$ cat config.mk
export PLATFORM = sky130hd
export DESIGN_NAME = trigger_event_routing
export DESIGN_NICKNAME = d
export VERILOG_FILES = /design/src/inc/trig_pkg.sv /design/src/rtl/trigger_event_routing.sv /design/src/rtl/delay_line.sv
export VERILOG_INCLUDE_DIRS = /design/src /design/src/inc
export SDC_FILE = /design/constraint.sdc
export NUM_CORES = 2
export LEC_CHECK = 0
export ABC_AREA = 1
export BUFFER_PORTS_ARGS = -buffer_cell sky130_fd_sc_hd__buf_2
export CORE_AREA = 2 2 407 409
export DETAILED_ROUTE_END_ITERATION = 10
export DIE_AREA = 0 0 409 411
export PLACE_DENSITY_LB_ADDON = 0.05
export SYNTH_ARGS = -nofsm -noshare
export SYNTH_HDL_FRONTEND = slang
export SYNTH_SLANG_ARGS = --single-unit
$ cat constraint.sdc
create_clock -name mclk_i -period 119.2 [get_ports mclk_i]
set_input_delay 0 -clock mclk_i [delete_from_list [all_inputs] [get_ports mclk_i]]
set_output_delay 0 -clock mclk_i [all_outputs]
set_load 0.02 [all_outputs]
$ cat src/inc/trig_params.svh
// timing and field constants for trigger and event routing
`ifndef TRIG_PARAMS_SVH
`define TRIG_PARAMS_SVH
`define MCLK_PERIOD_PS 5000
`define START_REARM_TYP_S 57
`define START_REARM_MAX_S 64
`define REF_REARM_TYP_S 132
`define REF_REARM_MAX_S 153
`define REARM_W 8
`define SMP_LAT_S 32
`define PAUSE_FIX_NS 150
`define DATA_FIX_NS 160
`define PAUSE_FIX_CYC ((`PAUSE_FIX_NS * 1000) / `MCLK_PERIOD_PS)
`define DATA_FIX_CYC ((`DATA_FIX_NS * 1000) / `MCLK_PERIOD_PS)
`define NUM_FUNC_LINES 4
`define NUM_BP_LINES 7
`define NUM_MARKERS 4
`define DATA_CHANNELS 32
`endif

$ cat src/inc/trig_pkg.sv
// types shared by the trigger and event routing block
package trig_pkg;
   typedef enum logic [3:0] {
      SRC_NONE = 4'h0,
      SRC_START = 4'h1,
      SRC_REF = 4'h2,
      SRC_ADV = 4'h3,
      SRC_PAUSE = 4'h4,
      SRC_MARK0 = 4'h5,
      SRC_MARK1 = 4'h6,
      SRC_MARK2 = 4'h7,
      SRC_MARK3 = 4'h8,
      SRC_DACT = 4'h9,
      SRC_RDY_START = 4'ha,
      SRC_RDY_ADV = 4'hb,
      SRC_EOR = 4'hc
   } src_t;

   typedef enum logic [2:0] {
      PH_IDLE = 3'h1,
      PH_RUN = 3'h2,
      PH_PAUSE = 3'h4
   } phase_t;

   typedef struct packed {
      logic gen_mode;
      logic start_fall;
      logic pause_low;
   } cfg_t;

   typedef struct packed {
      logic [3:0] marker;
      logic data_active;
      logic ready_start;
      logic ready_adv;
      logic end_record;
   } evt_t;
endpackage

$ cat src/rtl/trigger_event_routing.sv
// trigger acceptance, pause and data latency, event export routing
// Behaviour
// - in acquisition, after a start trigger a reference trigger is accepted after the start rearm count of samples, at most 64.
// - between two reference triggers the rearm count is the reference rearm count, at most 153 samples.
// - start may be exported to any function or backplane line, reference and advance only in acquisition.
// - the pause trigger is never driven onto any line and such a route is refused.
// - in generation the paused state follows the pause trigger by 32 sample periods plus 150 ns.
// - in acquisition the pause applies on the next sample with no fixed offset.
// - accepted triggers and data reach the outputs 32 sample periods plus 160 ns later.
// - markers 0 to 3 and data-active exist only in generation, ready-for-start in both sessions.
// - ready-for-advance exists only in acquisition.
// - end-of-record exists only in acquisition and pulses when a record completes.
// - every event except data-active may go to any function or backplane line.
// - data-active may go only to function lines, backplane routes are refused.
// - pause is level detected with selectable active level.
// - start is edge detected on a selectable edge.
`timescale 1ns/1ps
`default_nettype none
`include "trig_params.svh"
module trigger_event_routing import trig_pkg::*; #(
   parameter int DW = `DATA_CHANNELS,
   parameter int NFUNC = `NUM_FUNC_LINES,
   parameter int NBP = `NUM_BP_LINES,
   parameter int START_REARM = `START_REARM_TYP_S,
   parameter int REF_REARM = `REF_REARM_TYP_S
) (
   // clock and reset
   input wire logic mclk_i,
   input wire logic rst_i,
   // sample timing and configuration
   input wire logic sample_en_i,
   input wire cfg_t cfg_i,
   input wire logic stop_i,
   input wire src_t [NFUNC+NBP-1:0] route_sel_i,
   // trigger inputs
   input wire logic start_i,
   input wire logic ref_i,
   input wire logic adv_i,
   input wire logic pause_i,
   // pattern engine
   input wire logic [DW-1:0] data_i,
   input wire logic [`NUM_MARKERS-1:0] marker_i,
   input wire logic record_done_i,
   // exported lines, function lines first then backplane
   output logic [NFUNC+NBP-1:0] line_o,
   output logic [NFUNC+NBP-1:0] line_oe_o,
   output logic [NFUNC+NBP-1:0] route_err_o,
   // status and data
   output evt_t ev_o,
   output logic paused_o,
   output logic start_acc_o,
   output logic ref_acc_o,
   output logic [DW-1:0] data_o,
   output logic trig_o
);
   localparam int ND = NFUNC + NBP;
   localparam int PFIX = `PAUSE_FIX_CYC;
   localparam int DFIX = `DATA_FIX_CYC;
   localparam int RW = `REARM_W;

   if (START_REARM < 1 || START_REARM > `START_REARM_MAX_S ||
       REF_REARM < 1 || REF_REARM > `REF_REARM_MAX_S ||
       NFUNC < 1 || NBP < 1 || DW < 1 || PFIX < 2) begin : g_chk
      $error("trigger_event_routing parameters out of range");
   end

   typedef struct packed {
      phase_t phase;
      logic start_d;
      logic ref_d;
      logic adv_d;
      logic [RW-1:0] rearm;
      logic [PFIX-1:0] pause_sh;
      logic pause_eff;
      logic start_acc;
      logic ref_acc;
      logic trig_hold;
      logic paused;
      evt_t ev;
      logic [ND-1:0] line;
      logic [ND-1:0] oe;
      logic [ND-1:0] err;
   } state_t;

   state_t r;
   state_t s;
   logic pause_act;
   logic start_edge;
   logic ref_edge;
   logic adv_edge;
   logic [DW+1:0] smp_q;
   logic [DW:0] fix_q;
   logic smp_pause;

   function automatic logic route_ok(src_t src, logic bp, logic gen);
      logic ok;
      ok = 1'b0;
      case (src)
         SRC_NONE: ok = 1'b0;
         SRC_PAUSE: ok = 1'b0;
         SRC_DACT: ok = gen & ~bp;
         SRC_MARK0, SRC_MARK1, SRC_MARK2, SRC_MARK3: ok = gen;
         SRC_REF, SRC_ADV, SRC_RDY_ADV, SRC_EOR: ok = ~gen;
         default: ok = 1'b1;
      endcase
      return ok;
   endfunction

   function automatic logic src_level(src_t src, evt_t e, logic st,
                                      logic rf, logic ad);
      logic v;
      v = 1'b0;
      case (src)
         SRC_START: v = st;
         SRC_REF: v = rf;
         SRC_ADV: v = ad;
         SRC_MARK0: v = e.marker[0];
         SRC_MARK1: v = e.marker[1];
         SRC_MARK2: v = e.marker[2];
         SRC_MARK3: v = e.marker[3];
         SRC_DACT: v = e.data_active;
         SRC_RDY_START: v = e.ready_start;
         SRC_RDY_ADV: v = e.ready_adv;
         SRC_EOR: v = e.end_record;
         default: v = 1'b0;
      endcase
      return v;
   endfunction

   assign pause_act = pause_i ^ cfg_i.pause_low;
   assign start_edge = cfg_i.start_fall ? (r.start_d & ~start_i) :
                       (~r.start_d & start_i);
   assign ref_edge = ref_i & ~r.ref_d;
   assign adv_edge = adv_i & ~r.adv_d;

   // sample-clock part of the trigger-to-output and pause latency
   delay_line #(.W(DW + 2), .D(`SMP_LAT_S)) u_smp (
      .mclk_i(mclk_i),
      .rst_i(rst_i),
      .en_i(sample_en_i),
      .d_i({data_i, r.trig_hold | r.start_acc | r.ref_acc, pause_act}),
      .q_o(smp_q)
   );
   assign smp_pause = smp_q[0];

   // fixed-time part of the data latency, counted in mclk cycles
   delay_line #(.W(DW + 1), .D(DFIX)) u_fix (
      .mclk_i(mclk_i),
      .rst_i(rst_i),
      .en_i(1'b1),
      .d_i(smp_q[DW+1:1]),
      .q_o(fix_q)
   );

   always_comb begin
      s = r;
      s.start_d = start_i;
      s.ref_d = ref_i;
      s.adv_d = adv_i;
      s.start_acc = 1'b0;
      s.ref_acc = 1'b0;
      s.pause_sh = {r.pause_sh[PFIX-2:0], smp_pause};
      // accept pulse is one mclk wide, held so a slow sample cannot miss it
      s.trig_hold = sample_en_i ? 1'b0 :
                    (r.trig_hold | r.start_acc | r.ref_acc);
      // registered a cycle late so it lines up with the event levels
      s.paused = r.phase == PH_PAUSE;
      // acquisition pause lands with the sample, no fixed offset
      s.pause_eff = cfg_i.gen_mode ? r.pause_sh[PFIX-1] :
                    (sample_en_i ? pause_act : r.pause_eff);
      if (sample_en_i && r.rearm != '0) begin
         s.rearm = r.rearm - RW'(1);
      end
      case (r.phase)
         PH_IDLE: begin
            if (start_edge) begin
               s.start_acc = 1'b1;
               s.rearm = RW'(START_REARM);
               s.phase = PH_RUN;
            end
         end
         PH_RUN: begin
            if (stop_i) begin
               s.phase = PH_IDLE;
            end else if (r.pause_eff) begin
               s.phase = PH_PAUSE;
            end
         end
         PH_PAUSE: begin
            if (stop_i) begin
               s.phase = PH_IDLE;
            end else if (!r.pause_eff) begin
               s.phase = PH_RUN;
            end
         end
         default: s.phase = PH_IDLE;
      endcase
      // early reference edges are simply dropped
      if (r.phase != PH_IDLE && !cfg_i.gen_mode && ref_edge &&
          r.rearm == '0) begin
         s.ref_acc = 1'b1;
         s.rearm = RW'(REF_REARM);
      end
      s.ev.marker = (cfg_i.gen_mode && r.phase == PH_RUN) ?
                    marker_i : '0;
      s.ev.data_active = cfg_i.gen_mode && r.phase == PH_RUN;
      s.ev.ready_start = r.phase == PH_IDLE;
      s.ev.ready_adv = !cfg_i.gen_mode && r.phase != PH_IDLE &&
                       r.rearm == '0;
      s.ev.end_record = !cfg_i.gen_mode && r.phase != PH_IDLE &&
                        record_done_i;
      for (int d = 0; d < ND; d++) begin
         s.oe[d] = route_ok(route_sel_i[d], d >= NFUNC, cfg_i.gen_mode);
         s.err[d] = route_sel_i[d] != SRC_NONE && !s.oe[d];
         s.line[d] = s.oe[d] && src_level(route_sel_i[d], r.ev,
                     r.start_acc, r.ref_acc, adv_edge);
      end
   end

   always_ff @(posedge mclk_i or posedge rst_i) begin
      if (rst_i) begin
         r <= '0;
         r.phase <= PH_IDLE;
      end else begin
         r <= s;
      end
   end

   assign line_o = r.line;
   assign line_oe_o = r.oe;
   assign route_err_o = r.err;
   assign ev_o = r.ev;
   assign paused_o = r.paused;
   assign start_acc_o = r.start_acc;
   assign ref_acc_o = r.ref_acc;
   assign data_o = fix_q[DW:1];
   assign trig_o = fix_q[0];

   // checking helpers
   logic [ND-1:0] sel_pause;
   logic [ND-1:0] sel_dact_bp;
   always_comb begin
      for (int d = 0; d < ND; d++) begin
         sel_pause[d] = route_sel_i[d] == SRC_PAUSE;
         sel_dact_bp[d] = route_sel_i[d] == SRC_DACT && d >= NFUNC;
      end
   end
endmodule
`default_nettype wire

$ cat src/rtl/delay_line.sv
// fixed-depth delay line, advancing on an enable
`timescale 1ns/1ps
`default_nettype none
module delay_line #(
   parameter int W = 1,
   parameter int D = 1
) (
   // clock and reset
   input wire logic mclk_i,
   input wire logic rst_i,
   // data
   input wire logic en_i,
   input wire logic [W-1:0] d_i,
   output logic [W-1:0] q_o
);
   typedef struct packed {
      logic [D-1:0][W-1:0] mem;
   } dl_state_t;

   dl_state_t r;
   dl_state_t s;

   if (W < 1 || D < 1) begin : g_chk
      $error("delay_line needs W and D of at least one");
   end

   always_comb begin
      s = r;
      if (en_i) begin
         s.mem[0] = d_i;
         for (int i = 1; i < D; i++) begin
            s.mem[i] = r.mem[i-1];
         end
      end
   end

   always_ff @(posedge mclk_i or posedge rst_i) begin
      if (rst_i) begin
         r <= '0;
      end else begin
         r <= s;
      end
   end

   assign q_o = r.mem[D-1];
endmodule
`default_nettype wire

## Word level (Yosys, flattened, before mapping)

Cells that the tools add are included.

- Register bits after elaboration: 2234
- Input port bits: 92
- Output and inout bits: 77
- Logic and storage cells: 375

- Add/sub/neg operators: 1
- Equality and inequality tests: 139
- Muxes and demuxes: 40
- Bitwise operators: 12
- Reductions and logical operators: 100

Operators by type and width:

| kind | number |
|---|---|
| $eq 4x4->1 const B | 55 |
| $eq 4x3->1 const B | 44 |
| $pmux 1 s11 | 11 |
| $eq 4x2->1 const B | 22 |
| $reduce_or 4->1 | 18 |
| $eq 4x1->1 const B | 11 |
| $logic_not 4->1 | 11 |
| $reduce_bool 4->1 | 11 |
| $pmux 1 s3 | 11 |
| $mux 8 | 4 |
| $logic_and 1x1->1 | 29 |
| $reduce_or 3->1 | 7 |
| $reduce_or 5->1 | 4 |
| $mux 3 | 5 |
| $logic_not 1->1 | 12 |
| $pmux 3 s3 | 1 |
| $logic_not 8->1 | 1 |
| $reduce_bool 8->1 | 1 |
| $reduce_or 2->1 | 4 |
| $sub 8x1->8 const B | 1 |
| $mux 1 | 7 |
| $ne 3x3->1 const B | 2 |
| $not 1->1 | 5 |
| $and 1x1->1 | 4 |
| 10 further kinds | 11 |

## Longest topological paths before layout

- Depth after elaboration: 6
- Gate-level depth with buffers: 10
- Mapped depth without buffers: 10

## By module

A second synthesis with hierarchy kept.

- Cells, all modules: 10012
- Area total of the unflattened synthesis: 86605.6 um2

By module, submodules not included:

| module | cells an instance | area an instance (um2) | sequential area each (um2) | instances |
|---|---|---|---|---|
| delay_line at u_smp | 4629 | 41066.9 | 27226.1 | 1 |
| delay_line at u_fix | 4493 | 39730.6 | 26425.3 | 1 |
| trigger_event_routing | 890 | 5808.1 | 2253.4 | 1 |

## Worst setup path after synthesis

OpenSTA, ideal clock, no wires.

- Path type: register to register
- Start: reg r[76] in the netlist's numbering
- End: reg r[82] in the netlist's numbering
- Arrival time: 1.312 ns
- Slack: 117.771 ns
- Period minus slack after synthesis: 1.429 ns
- Setup time: 0.117 ns
- Path buffers: 0
- Stages on the path, launching flop included: 10
- Required time: 119.083 ns
- Cell sequence: dfrtp_1 > inv_1 > ha_1 > inv_1 > nor2_2 > nand2_2 > nor2_2 > nand3_1 > nand2_1 > nor2_1

RTL lines:

| what | line | source |
|---|---|---|
| from (decl) | trigger_event_routing.sv:85 | `state_t r;` |
| from (signal assigned) | trigger_event_routing.sv:225 | `r <= s;` |

==> metrics.md <==
| Metric | Value |
|---|---|
| Outcome | completed |
| CTS tree | yes |
| Sw frac | 23.2% |
| Unique masters post-synth | 26 |
| Reg power frac | 51.1% |
| FFs w/ async S/R, synth | 100% |
| CP Class | in -> async |
| Post-layout util | 52.0% |
| Post-route ant nets | 0 |
| Drc violations | 0 |
| Arrival @ worst endpoint | 7.53 ns |
| Hold path start | stop_i |
| Worst slew pin tran | 1.07 ns |
| Ports | 169 |
| Avg Vias per Cell | 4.53 |
| Worst Skew | 0.0264 ns |
| Number of hold violations in the final report | 0 |
| Floorplan core area | 0.164 sq mm |
| Minimum clock period | 6.72 ns |
| CP max-delay cell | buf_4 |
| Main synth FF type | dfrtp_1 |
| Total clock sinks | 2234 |
| Longest Clk Path Bufs | 3 |
| Initial Util | 44.6% |
| Placed Area | 0.0752 sq mm |
| Hold WS | 0.127 ns |
| Post-Syn Nets | 6628 |
| Clock power frac | 42.7% |
| Total number of yosys warnings | 0 |
| Worst setup SP type | input pin |
| Ordered list of cells on the worst path | dlygate4sd3_1, buf_2, dlygate4sd3_1, inv_8, buf_4, buf_4, buf_4, buf_4, buf_4, buf_4, buf_4 |
| Syn Area/Cell | 11.2 sq um |
| Area share of the largest cell type after synthesis | 76.4% |
| Slew headroom | 28.5% |
| Worst-Skew Late Latency | 0.83 ns |
| TritonCTS buffer count | 220 |
| CP bufs+invs | 11 |
| GRT overflow | 0 |
| Leak | 47.1 nW |
| Final instance area | 0.0852 sq mm |
| Peak VDD IR | 0.0167 mV |
| Synth Register Bits | 2234 |
| Crit-path max cell delay | 0.88 ns |
| Tot GR Track Use | 14.7% |
| Mapped Area | 0.0732 sq mm |
| Met3 Use GR | 2.87% |
| Ranking of synthesized cells by area | dfrtp_1 76%, nand2_1 18%, buf_2 1.4% |
| CP Capture Type | asynchronous set/reset pin |
| Power Dens Cells | 19.5 mW/mm^2 |
| Global-route wire length before repair | 208000 um |
| Largest net degree at the start of global routing | 210 |
| Min-Delay Path Class | in -> reg |
| DIE AREA | 0.168 sq mm |
| GRT busiest layer | met2 |
| Delay-heaviest family, CP | buffers and inverters |
| DRT Wirelength | 118000 um |
| Grt met1 use | 20.1% |
| Net switching power figure | 0.385 mW |
| R2R Path Start | ev_o[0] |
| Max FO, Critical Path | 119 |
| Grt met2 use | 23.5% |
| Vias in the first global route | 42400 |
| Setup-failing EPs final | 0 |
| GP Congestion | 0.735 |
| CP most frequent cell | buf_4 |
| Peak Freq | 0.149 GHz |
| Gate power share | 6.2% |
| Final Power | 1.66 mW |
| Dominant cell type by area after synthesis | dfrtp_1 |
| Final HPWL DP | 61500 um |
| # resized after CTS | 0 |
| Die Span X | 409 um |
| Via count | 41900 |
| Root Buffer | clkbuf_16 |
| DR iter-0 viols | 3308 |
| Worst Setup SP | rst_i |
| H-tree depth | 4 |
| Fin. max-slew vios | 0 |
| Setup TNS Final | 0 ns |
| Net count, final | 6973 |
| Worst endpoint required time | 120.01 ns |
| Area grow syn2layout | 16.5% |
| FP Rows | 149 |
| Most common cell in the netlist | nand2_1 |
| Max Cap Viol | 0 |
| Mapped Cells | 6535 |
| Chip Height | 411 um |
| Antenna violations before repair | 1 |
| WL per Instance | 12.8 um |
| PortBufs | 168 |
| EDFF count, synth | 0 |
| Synth cell count leaders | 3434 x nand2_1, 2233 x dfrtp_1, 203 x buf_2, 152 x inv_1, 145 x nor2_1 |
| Drt pass-1 iters | 5 |
| CTS clk-pin slew, worst paths | 0.06 ns |
| Ratio of cells with drive above 1 in the final layout | 8.45% |
| Setup Buffers After CTS | 0 |
| Power Internal | 1.28 mW |
| Seq/Total Area, Yosys | 76.4% |
| Post-route clock period utilization | 5.64% |
| RSZ-0062 raised after global routing | no |
-- layout by cell type, fill, tap and decap left out, types with 47 or more instances in the layout --
cell	instances
o21ai_0	74
nand2_1	3434
dlygate4sd3_1	234
buf_2	167
nor2_1	145
clkbuf_16	222
nand3_1	108
clkbuf_1	48
clkbuf_8	63
buf_4	47
dfrtp_1	2233
inv_1	151
-- worst min-delay path: cells and delay by family --
family | cells | cell delay [ns]
buffers and inverters | 2 | 0.65
AND/OR/NAND/NOR | 1 | 0.05
AO/OA/AOI/OAI | 2 | 0.23
-- area by class of cell --
class | count | area [sq um]
multi-input cells | 3815 | 14700
clock inverters | 77 | 1070
well taps | 2189 | 2740
repair buffers | 453 | 3630
fillers | 14500 | 78600
flip-flops and latches | 2234 | 55900
clock buffers | 333 | 6600
inverters | 156 | 601
diodes | 2 | 5.00
-- power by group through the flow --
stage | combinational (mW) | clock (mW) | sequential (mW)
5_1_grt | 0.124 | 0.767 | 0.856
3_3_place_gp | 0.0972 | 0 | 0.861
4_1_cts | 0.107 | 0.736 | 0.849
2_1_floorplan | 0.0820 | 0 | 0.859
3_5_place_dp | 0.0997 | 0 | 0.862
6_report | 0.104 | 0.709 | 0.849
-- routing by layer --
layer	part of all wire, %	vias to the layer above
met3	4.1	262
met5	0	-
met4	3.2	0
met1	47	20600
li1	-	20500
met2	46	587
-- cells by family after synthesis --
logic type,synth area share (%)
simple gates,19.5
compound gates,0.600
buf+inv,3.52
flops,76.4
fa+ha+maj,0.0171
-- final timing paths --
kind / end / slack (ns) / cells past startpoint
worst min register to register: u_fix.r[113] / 0.33 / 0
max in group mclk_i: line_o[3] / 115.02 / 11
worst min-delay path: r[88] / 0.13 / 5
worst max-delay path: u_fix.r[401] / 112.48 / 11
min in group asynchronous: u_fix.r[187] / 0.46 / 4
worst max register to register: line_o[3] / 115.02 / 11
-- through the flow --
step	instances	worst slack, ns
3_5_place_dp	8613	112.26
6_report	9259	112.48
3_3_place_gp	8613	112.34
5_1_grt	9258	111.15
2_1_floorplan	6535	56.08
4_1_cts	9257	112.03
-- registers in the layout, summed over array words and instances, names as in the netlist, 8 cells and up --
name         cells
r               46
u_fix.r       1023
u_smp.r       1054
u_fix.q_o       33
line_oe_o       11
ev_o             8
line_o          11
u_smp.q_o       34
route_err_o     11
-- timing repair --
action,CTS,global route
endpoints found under the setup margin,0,0
hold buffers,234,0
hold endpoints to repair,298,0
(Power assumes the default switching activity.)
